### src/inc/ccb_pkg.sv
// Package for the processor-side cache-control bus pin logic.
// Assumes one bus clock; bus pins active low, the copy-back strap active high, all sampled on rising edges.
package ccb_pkg;

   // ****************************************************************
   // Reset values and synchroniser depth
   // ****************************************************************
   localparam logic       PIN_IDLE      = 1'b1;
   localparam logic       MODE_COPYBACK = 1'b1;
   localparam int unsigned SYNC_DEPTH   = 3;
   localparam logic [1:0] XFER_ONE      = 2'h1;

   // ****************************************************************
   // Bundles
   // ****************************************************************
   typedef struct packed {
      logic       start;       // one-cycle request from the core
      logic       write;
      logic       want_fill;   // core would like to fill a line
      logic [1:0] xfers;       // transfers needed if not cached
   } ccb_req_t;

   typedef struct packed {
      logic hit_clean;  // snoop hit a clean line (pulse)
      logic hit_dirty;  // snoop hit a modified line (pulse)
      logic wb_done;    // core reports writeback finished (pulse)
   } ccb_snoop_t;

endpackage

### src/design/ccb_sync.sv
// Three-stage synchroniser with agreement filter for pin inputs.
// Assumes the pin is asynchronous to core_clk.
`timescale 1ns/1ps
module ccb_sync #(
   parameter logic RESET_VAL = 1'b1
) (
   // Clock and reset
   input  wire logic core_clk,
   input  wire logic resetn,
   // Pin and result
   input  wire logic pin_in,
   output logic      level_out
);

   logic [ccb_pkg::SYNC_DEPTH-1:0] stage_reg;

   always_ff @(posedge core_clk or negedge resetn) begin
      if (!resetn) begin
         stage_reg <= {ccb_pkg::SYNC_DEPTH{RESET_VAL}};
      end else begin
         stage_reg <= {stage_reg[ccb_pkg::SYNC_DEPTH-2:0], pin_in};
      end
   end

   // The first stage feeds only the second; a change counts once stages two and three agree.
   always_ff @(posedge core_clk or negedge resetn) begin
      if (!resetn) begin
         level_out <= RESET_VAL;
      end else if (stage_reg[1] == stage_reg[2]) begin
         level_out <= stage_reg[2];
      end
   end

endmodule

### src/design/ccb_pins.sv
// Cache-control bus pins: linefill intent, cacheability, final transfer, snoop results.
// Assumes the core issues bus requests as pulses and the chipset drives the pins.
`timescale 1ns/1ps
// How it works
// - On a read the linefill-intent output goes low when the core wants a whole line.
// - Linefill intent alone never forces the final-transfer output high.
// - A one-transfer access that sees the grant high drives final-transfer low.
// - The copy-back strap is held by the chipset and latched at reset rising.
// - Linefill intent is driven in either mode; both snoop outputs report hits only in copy-back mode.
// - In write-through mode both snoop outputs stay high.
// - In write-through mode linefill intent goes low on fill reads only and stays high on writes.
// - A snoop hit on a dirty line drives the dirty-match output low until the writeback.
// - Dirty match is released after the last burst-done, at the latest on the edge that drives the next address strobe low.
module ccb_pins (
   // Clock and reset
   input  wire logic               core_clk,
   input  wire logic               resetn,
   // Mode strap
   input  wire logic               copyback_select,
   // Core side
   input  wire ccb_pkg::ccb_req_t  req,
   input  wire ccb_pkg::ccb_snoop_t snoop,
   output logic                    busy,
   output logic                    copyback_mode,
   output logic                    granted,
   // Bus pins
   input  wire logic               cacheability_grant_n,
   input  wire logic               burst_done_n,
   output logic                    address_strobe_n,
   output logic                    linefill_intent_n,
   output logic                    final_transfer_n,
   output logic                    snoop_clean_match_n,
   output logic                    snoop_dirty_match_n
);

   // ****************************************************************
   // Input synchronisers
   // ****************************************************************
   logic grant_n_s;
   logic bdone_n_s;
   logic strap_s;

   ccb_sync #(.RESET_VAL(1'b1)) u_grant (
      .core_clk  (core_clk),
      .resetn    (resetn),
      .pin_in    (cacheability_grant_n),
      .level_out (grant_n_s)
   );

   ccb_sync #(.RESET_VAL(1'b1)) u_bdone (
      .core_clk  (core_clk),
      .resetn    (resetn),
      .pin_in    (burst_done_n),
      .level_out (bdone_n_s)
   );

   // The strap chain is never reset. It has to carry the pin level while reset is low.
   // A reset chain would hold its reset value and always pick copy-back mode.
   // Its flops start unknown, so reset must last a few clocks for the chain to settle.
   ccb_sync #(.RESET_VAL(ccb_pkg::MODE_COPYBACK)) u_strap (
      .core_clk  (core_clk),
      .resetn    (1'b1),
      .pin_in    (copyback_select),
      .level_out (strap_s)
   );

   // ****************************************************************
   // Mode strap capture
   // ****************************************************************
   // The asynchronous reset cannot load a pin, so the strap is caught each clock
   // while reset is low and frozen at the first edge after release.
   logic rst_seen_reg;

   always_ff @(posedge core_clk or negedge resetn) begin
      if (!resetn) begin
         rst_seen_reg <= 1'b0;
      end else begin
         rst_seen_reg <= 1'b1;
      end
   end

   always_ff @(posedge core_clk) begin
      if (!rst_seen_reg) begin
         copyback_mode <= strap_s;
      end
   end

   // ****************************************************************
   // Bus cycle sequencer
   // ****************************************************************
   typedef enum logic [1:0] {ST_IDLE, ST_ADDR, ST_DATA} ccb_state_t;

   ccb_state_t state_reg;
   logic       write_reg;
   logic       fill_reg;
   logic [1:0] left_reg;
   logic       last_beat;

   // Burst-done low in the data phase ends one transfer.
   assign last_beat = (state_reg == ST_DATA) && !bdone_n_s && (left_reg == ccb_pkg::XFER_ONE);

   always_ff @(posedge core_clk or negedge resetn) begin
      if (!resetn) begin
         state_reg <= ST_IDLE;
         write_reg <= 1'b0;
         fill_reg  <= 1'b0;
         left_reg  <= ccb_pkg::XFER_ONE;
      end else begin
         unique case (state_reg)
            ST_IDLE: begin
               if (req.start) begin
                  state_reg <= ST_ADDR;
                  write_reg <= req.write;
                  fill_reg  <= req.want_fill && !req.write;
                  left_reg  <= (req.xfers == 2'h0) ? ccb_pkg::XFER_ONE : req.xfers;
               end
            end
            ST_ADDR: begin
               state_reg <= ST_DATA;
            end
            ST_DATA: begin
               if (!bdone_n_s) begin
                  if (left_reg == ccb_pkg::XFER_ONE) begin
                     state_reg <= ST_IDLE;
                  end else begin
                     left_reg <= left_reg - 2'h1;
                  end
               end
            end
         endcase
      end
   end

   always_ff @(posedge core_clk or negedge resetn) begin
      if (!resetn) begin
         busy <= 1'b0;
      end else begin
         busy <= (state_reg != ST_IDLE) ? !last_beat : req.start;
      end
   end

   always_ff @(posedge core_clk or negedge resetn) begin
      if (!resetn) begin
         address_strobe_n <= ccb_pkg::PIN_IDLE;
      end else begin
         address_strobe_n <= !((state_reg == ST_IDLE) && req.start);
      end
   end

   // ****************************************************************
   // Linefill intent and final transfer
   // ****************************************************************
   // Intent is only asserted for reads; writes hold it high in both modes.
   always_ff @(posedge core_clk or negedge resetn) begin
      if (!resetn) begin
         linefill_intent_n <= ccb_pkg::PIN_IDLE;
      end else if (state_reg == ST_IDLE) begin
         linefill_intent_n <= !(req.start && req.want_fill && !req.write);
      end else if (last_beat) begin
         linefill_intent_n <= ccb_pkg::PIN_IDLE;
      end
   end

   // Only the single-transfer case with the grant refused ends on the first beat;
   // intent alone never drives this high.
   always_ff @(posedge core_clk or negedge resetn) begin
      if (!resetn) begin
         final_transfer_n <= ccb_pkg::PIN_IDLE;
         granted          <= 1'b0;
      end else if (state_reg == ST_ADDR || (state_reg == ST_DATA && !last_beat)) begin
         granted          <= fill_reg && !grant_n_s;
         final_transfer_n <= !((left_reg == ccb_pkg::XFER_ONE) && grant_n_s);
      end else begin
         final_transfer_n <= ccb_pkg::PIN_IDLE;
      end
   end

   // ****************************************************************
   // Snoop results
   // ****************************************************************
   // A dirty hit keeps the output low until the core reports that the writeback is done.
   // The report comes after the last beat of the writeback. The output is released on
   // the edge that takes the report, the same edge that can take a new start, so the
   // pin is high by the cycle in which the next strobe can first appear.
   // A new hit in the same cycle as the report wins, and the output stays low.
   logic dirty_pend_reg;

   always_ff @(posedge core_clk or negedge resetn) begin
      if (!resetn) begin
         dirty_pend_reg <= 1'b0;
      end else if (!copyback_mode) begin
         dirty_pend_reg <= 1'b0;
      end else if (snoop.hit_dirty) begin
         dirty_pend_reg <= 1'b1;
      end else if (snoop.wb_done) begin
         dirty_pend_reg <= 1'b0;
      end
   end

   always_ff @(posedge core_clk or negedge resetn) begin
      if (!resetn) begin
         snoop_clean_match_n <= ccb_pkg::PIN_IDLE;
         snoop_dirty_match_n <= ccb_pkg::PIN_IDLE;
      end else if (!copyback_mode) begin
         snoop_clean_match_n <= ccb_pkg::PIN_IDLE;
         snoop_dirty_match_n <= ccb_pkg::PIN_IDLE;
      end else begin
         snoop_clean_match_n <= !snoop.hit_clean;
         snoop_dirty_match_n <= !(snoop.hit_dirty
                                  || (dirty_pend_reg && !snoop.wb_done));
      end
   end

endmodule

### config.mk
export PLATFORM = sky130hd
export DESIGN_NAME = ccb_pins
export DESIGN_NICKNAME = d
export VERILOG_FILES = /design/src/inc/ccb_pkg.sv /design/src/design/ccb_sync.sv /design/src/design/ccb_pins.sv
export SDC_FILE = /design/constraint.sdc
export NUM_CORES = 1
export LEC_CHECK = 0
export BUFFER_PORTS_ARGS = -buffer_cell sky130_fd_sc_hd__buf_2
export CELL_PAD_IN_SITES_DETAIL_PLACEMENT = 0
export CELL_PAD_IN_SITES_GLOBAL_PLACEMENT = 1
export CORE_ASPECT_RATIO = 0.7
export CORE_MARGIN = 1.5
export CORE_UTILIZATION = 25
export CTS_CLUSTER_DIAMETER = 150
export DETAILED_ROUTE_END_ITERATION = 10
export PLACE_DENSITY_LB_ADDON = 0.1
export SKIP_CTS_REPAIR_TIMING = 1
export SLEW_MARGIN = 10
export SYNTH_ARGS = -nofsm -noshare
export SYNTH_HDL_FRONTEND = slang
export SYNTH_HIERARCHICAL = 1
export SYNTH_SLANG_ARGS = --single-unit
### constraint.sdc
create_clock -name core_clk -period 2.9 [get_ports core_clk]
set_input_delay 0.435 -clock core_clk [delete_from_list [all_inputs] [get_ports core_clk]]
set_output_delay 0.435 -clock core_clk [all_outputs]
set_load 0.05 [all_outputs]
==> results of run 1 <==
worst paths after layout:
check / cells past startpoint / start / endpoint
max: 4 / left_reg[0] / granted
min reg2reg: 0 / u_grant/stage_reg[0] / u_grant/stage_reg[1]
max reg2reg: 4 / left_reg[0] / granted
min in group core_clk: 1 / copyback_select / u_strap/stage_reg[0]
min: 1 / resetn / rst_seen_reg
max in group asynchronous: 1 / resetn / left_reg[0]
cell type report:
class | instances | area (sq um) | share of cell area
timing repair buffer | 20 | 100 | 0.0778
tap | 52 | 65.1 | 0.0506
multi-input combinational | 38 | 349 | 0.271
sequential | 27 | 703 | 0.547
clock buffer | 3 | 41.3 | 0.0321
inverter | 6 | 22.5 | 0.0175
clock inverter | 1 | 5.00 | 0.00389
cell families after synthesis:
family | Yosys count | share of synthesized area
AO/OA/AOI/OAI | 9 | 0.0865
adder cells (fa/ha/maj) | 8 | 0.0900
buffers and inverters | 7 | 0.0315
flip-flops | 27 | 0.657
multiplexers | 6 | 0.0666
other | 1 | 0.00350
AND/OR/NAND/NOR | 10 | 0.0654
layer usage:
metal / vias to the layer above / track usage
met5: - / 0
met4: 0 / 0.0296
met3: 2 / 0.0378
met2: 9 / 0.130
met1: 295 / 0.103
li1: 273 / -
power by group:
part / switching (mW) / internal (mW) / total, mW
Sequential: 0.0360 / 0.477 / 0.513
Clock: 0.109 / 0.0960 / 0.205
Combinational: 0.270 / 0.185 / 0.455
worst max-delay path: stages, from the launching register on:
cell	delay [ps]
dfstp_2	550
ha_1	260
nand2b_4	100
a21oi_2	190
mux2_1	330
through the flow:
stage / area [sq um] / hold WS [ps] / setup WS [ps] / cells
detailed placement: 1240 / 347 / 1360 / 143
floorplan: 1090 / 139 / 1460 / 72
global route: 1290 / 120 / 1230 / 147
finish: 1290 / 111 / 1360 / 147
global placement: 1240 / 348 / 1360 / 143
CTS: 1290 / 121 / 1340 / 147
cell usage in the layout, fill, tap and decap left out, drive strengths merged, types with 2 or more instances in the layout:
| cell | netlist | routed |
|---|---|---|
| buf | 1 | 20 |
| clkbuf | 0 | 3 |
| conb | 1 | 5 |
| dfrtp | 8 | 8 |
| dfstp | 18 | 18 |
| ha | 5 | 5 |
| inv | 6 | 6 |
| maj3 | 3 | 3 |
| mux2 | 3 | 3 |
| mux2i | 3 | 3 |
| nand2 | 3 | 3 |
| nand2b | 2 | 2 |
| nor2b | 2 | 2 |
==> results_dict.tcl, run 1 <==
set metrics [dict create \
    synthCells 68 \
    yosysWarnings 6 \
    area_growth_pct 20.1 \
    netlist_area_sq_mm 0.00107 \
    dp.final_hpwl_mm 1.16 \
    synth_area_leaders "dfstp_2, dfrtp_1, ha_1, maj3_2, mux2i_1" \
    clockRootBuffer "clkbuf_8" \
    holdCritPathClass "in2async" \
    ir_drop_mv 0.345 \
    cp_data_arrival_time_ps 1690 \
    max_freq_mhz 650 \
    grt-ovfl-total 0 \
    synthFlopType "dfstp_2" \
    grt_pass1_vias 613 \
    num_rows 19 \
    finalSetupViolCount 0 \
    synthTopCellsByCount "dfstp_2, dfrtp_1, inv_1" \
    io_buffers 20 \
    maxSlewViolCount 0 \
    drive_above_1_share 0.579 \
    via_count 579 \
    wl_met2_um 685 \
    cp-start-kind "flip-flop" \
    antenna_found_initial 0 \
    r2r_setup_slack_ps 1360 \
    wl_met1_um 704 \
    vias_per_cell 3.94 \
    finalHoldViolCount 0 \
    initial_core_util 0.267 \
    yosysUniqueCellTypes 27 \
    synth_top_area_share 0.442 \
    ys_async_sr_fraction 0.963 \
    grt_first_pass_wirelength_mm 2.85 \
    grt_usage 0.0836 \
    die_area_sq_mm 0.00469 \
    met3WireLength_um 81 \
    antenna_cells 0 \
    die_y_um 57.8 \
    grt_start_max_net_pins 23 \
    power.total_mw 1.17 \
    ys_seq_area_frac 0.657 \
    synth_seq_cells 27 \
    fin_crit_sh 0.531 \
    nets 114 \
    worstPathMaxFanout 3 \
    powerDensity_mw_per_mm2 912 \
    critPathRequiredTime_ps 3050 \
    drcViolationCount 0 \
    grt_setup_unrepaired "false" \
    clockBufferDepth 2 \
    leakage_nw 0.595 \
    cts.htree.levels 1 \
    pin_count 21 \
    clkTransAtPathRegs_ps 90 \
    finish.utilization 0.320 \
    wl_mm 1.50 \
    synth_area_leader_cell "dfstp_2" \
    synth.most_common_cell "dfstp_2" \
    die_x_um 81.2 \
    drt-pass1-iter-count 3 \
    clk-insertion-delay-late_ps 270 \
    topRoutingLayerUsed "met4" \
    numCtsBuffers 3 \
    critPathCaptureType "flip-flop" \
    drtAntennaViolNets 0 \
    wire_per_inst_um 10.2 \
    cts_tree "done" \
    fin_setup_tns_ps 0 \
    place_congestion 0.711 \
    first_iter_violations 14 \
    outcome "complete, no violations" \
    cap_violations 0 \
    synth-edff-count 1 \
    finalClockSkew_ps 7.05 \
    fill_cells 426 \
    crit_type "reg2reg" \
    syn_avg_cell_area_sq_um 15.8 \
    period_needed_ps 1540 \
    core_sq_mm 0.00402 \
    clock-sinks 27 \
]
(Power assumes the default switching activity.)
==> run 2, diff against run 1 <==
- clock period: 2.9 -> 1.5 ns (I/O delays scaled with it)
==> results_dict.tcl, run 2 (same netlist as run 1, synthesis figures left out) <==
set metrics [dict create \
    num_rows 19 \
    via_count 557 \
    cp_data_arrival_time_ps 1570 \
    pin_count 21 \
    drtAntennaViolNets 0 \
    io_buffers 20 \
    ir_drop_mv 0.732 \
    wl_mm 1.65 \
    core_sq_mm 0.00402 \
    vias_per_cell 3.66 \
    cp-start-kind "flip-flop" \
    drt-pass1-iter-count 2 \
    numCtsBuffers 3 \
    grt-ovfl-total 0 \
    grt_pass1_vias 601 \
    antenna_found_initial 0 \
    area_growth_pct 25.4 \
    leakage_nw 0.614 \
    whs_ps 50.7 \
    cts_tree "done" \
    grt_first_pass_wirelength_mm 2.87 \
    period_needed_ps 1420 \
    die_x_um 81.2 \
    first_iter_violations 12 \
    nets 119 \
    worstPathMaxFanout 3 \
    crit_type "reg2reg" \
    fin_setup_tns_ps 0 \
    final_cell_mix "buf_2, dfstp_2, dfrtp_1" \
    fin_crit_sh 0.946 \
    place_congestion 0.648 \
    grt_start_max_net_pins 23 \
    grt_usage 0.0833 \
    clockBufferDepth 2 \
    clkTransAtPathRegs_ps 90 \
    drcViolationCount 0 \
    drive_above_1_share 0.610 \
    initial_core_util 0.267 \
    clk-insertion-delay-late_ps 260 \
    dp.final_hpwl_mm 1.24 \
    final_common_cell "buf_2" \
    finalClockSkew_ps 2.41 \
    holdCritPathClass "in2reg" \
    critPathRequiredTime_ps 1650 \
    clockRootBuffer "clkbuf_8" \
    finalHoldViolCount 0 \
    clock-sinks 27 \
    maxSlewViolCount 0 \
    grt_setup_unrepaired "false" \
    antenna_cells 0 \
    die_y_um 57.8 \
    powerDensity_mw_per_mm2 1790 \
    max_freq_mhz 705 \
    cap_violations 0 \
    wire_per_inst_um 10.8 \
    outcome "complete, no violations" \
    critPathCaptureType "flip-flop" \
    cts.htree.levels 1 \
    r2r_setup_slack_ps 80 \
    die_area_sq_mm 0.00469 \
    finalSetupViolCount 0 \
]
-- run 2: changes by cell type in the layout (fill, tap and decap cells not counted) --
cell,change
buf_4,+4
ha_1,-3
ha_2,+2
clkbuf_1,+1
clkinv_2,-1
dlygate4sd3_1,+1
ha_4,+1
-- run 2: layout make-up --
| class | count | area, sq um |
|---|---|---|
| fill | 418 | 2680 |
| sequential | 27 | 703 |
| multi-input combinational | 38 | 367 |
| timing repair buffer | 25 | 140 |
| tap | 52 | 65.1 |
| clock buffer | 4 | 45.0 |
| inverter | 6 | 22.5 |
-- run 2: worst paths after layout --
kind,start,endpoint,depth (start not counted)
max,left_reg[0],state_reg[1],4
min,copyback_select,u_strap/stage_reg[0],1
max reg2reg,left_reg[0],state_reg[1],4
min reg2reg,u_strap/stage_reg[0],u_strap/stage_reg[1],0
max in group asynchronous,resetn,left_reg[0],2
min in group asynchronous,resetn,rst_seen_reg,2
-- run 2: per-layer routing --
| metal | track usage | vias up | share of wire |
|---|---|---|---|
| met3 | 0.0331 | 2 | 0.039 |
| met2 | 0.125 | 7 | 0.45 |
| li1 | - | 281 | - |
| met4 | 0.0222 | 0 | 0.012 |
| met5 | 0 | - | 0 |
| met1 | 0.112 | 267 | 0.50 |
-- run 2: worst max-delay path, stage by stage (launching register included) --
cell,delay (ps)
dfstp_2,580
ha_4,160
nand2b_4,70
a21boi_4,200
mux2_4,310
-- run 2: stage by stage --
step | util | instances | setup slack, ps | area (sq um) | power [mW]
6_report | 0.334 | 152 | 80.6 | 1340 | 2.40
5_1_grt | 0.334 | 152 | 16.6 | 1340 | 2.58
4_1_cts | 0.327 | 151 | 3.24 | 1320 | 2.40
3_5_place_dp | 0.316 | 147 | 35.8 | 1270 | 1.98
3_3_place_gp | 0.316 | 147 | 35.9 | 1270 | 1.98
2_1_floorplan | - | 72 | 61.4 | 1090 | 1.74
-- run 2: power breakdown --
group | internal, mW | switching (mW) | total (mW)
combinational | 0.454 | 0.551 | 1.00
sequential | 0.924 | 0.0760 | 1.00
clock | 0.190 | 0.205 | 0.395
total | 1.57 | 0.832 | 2.40
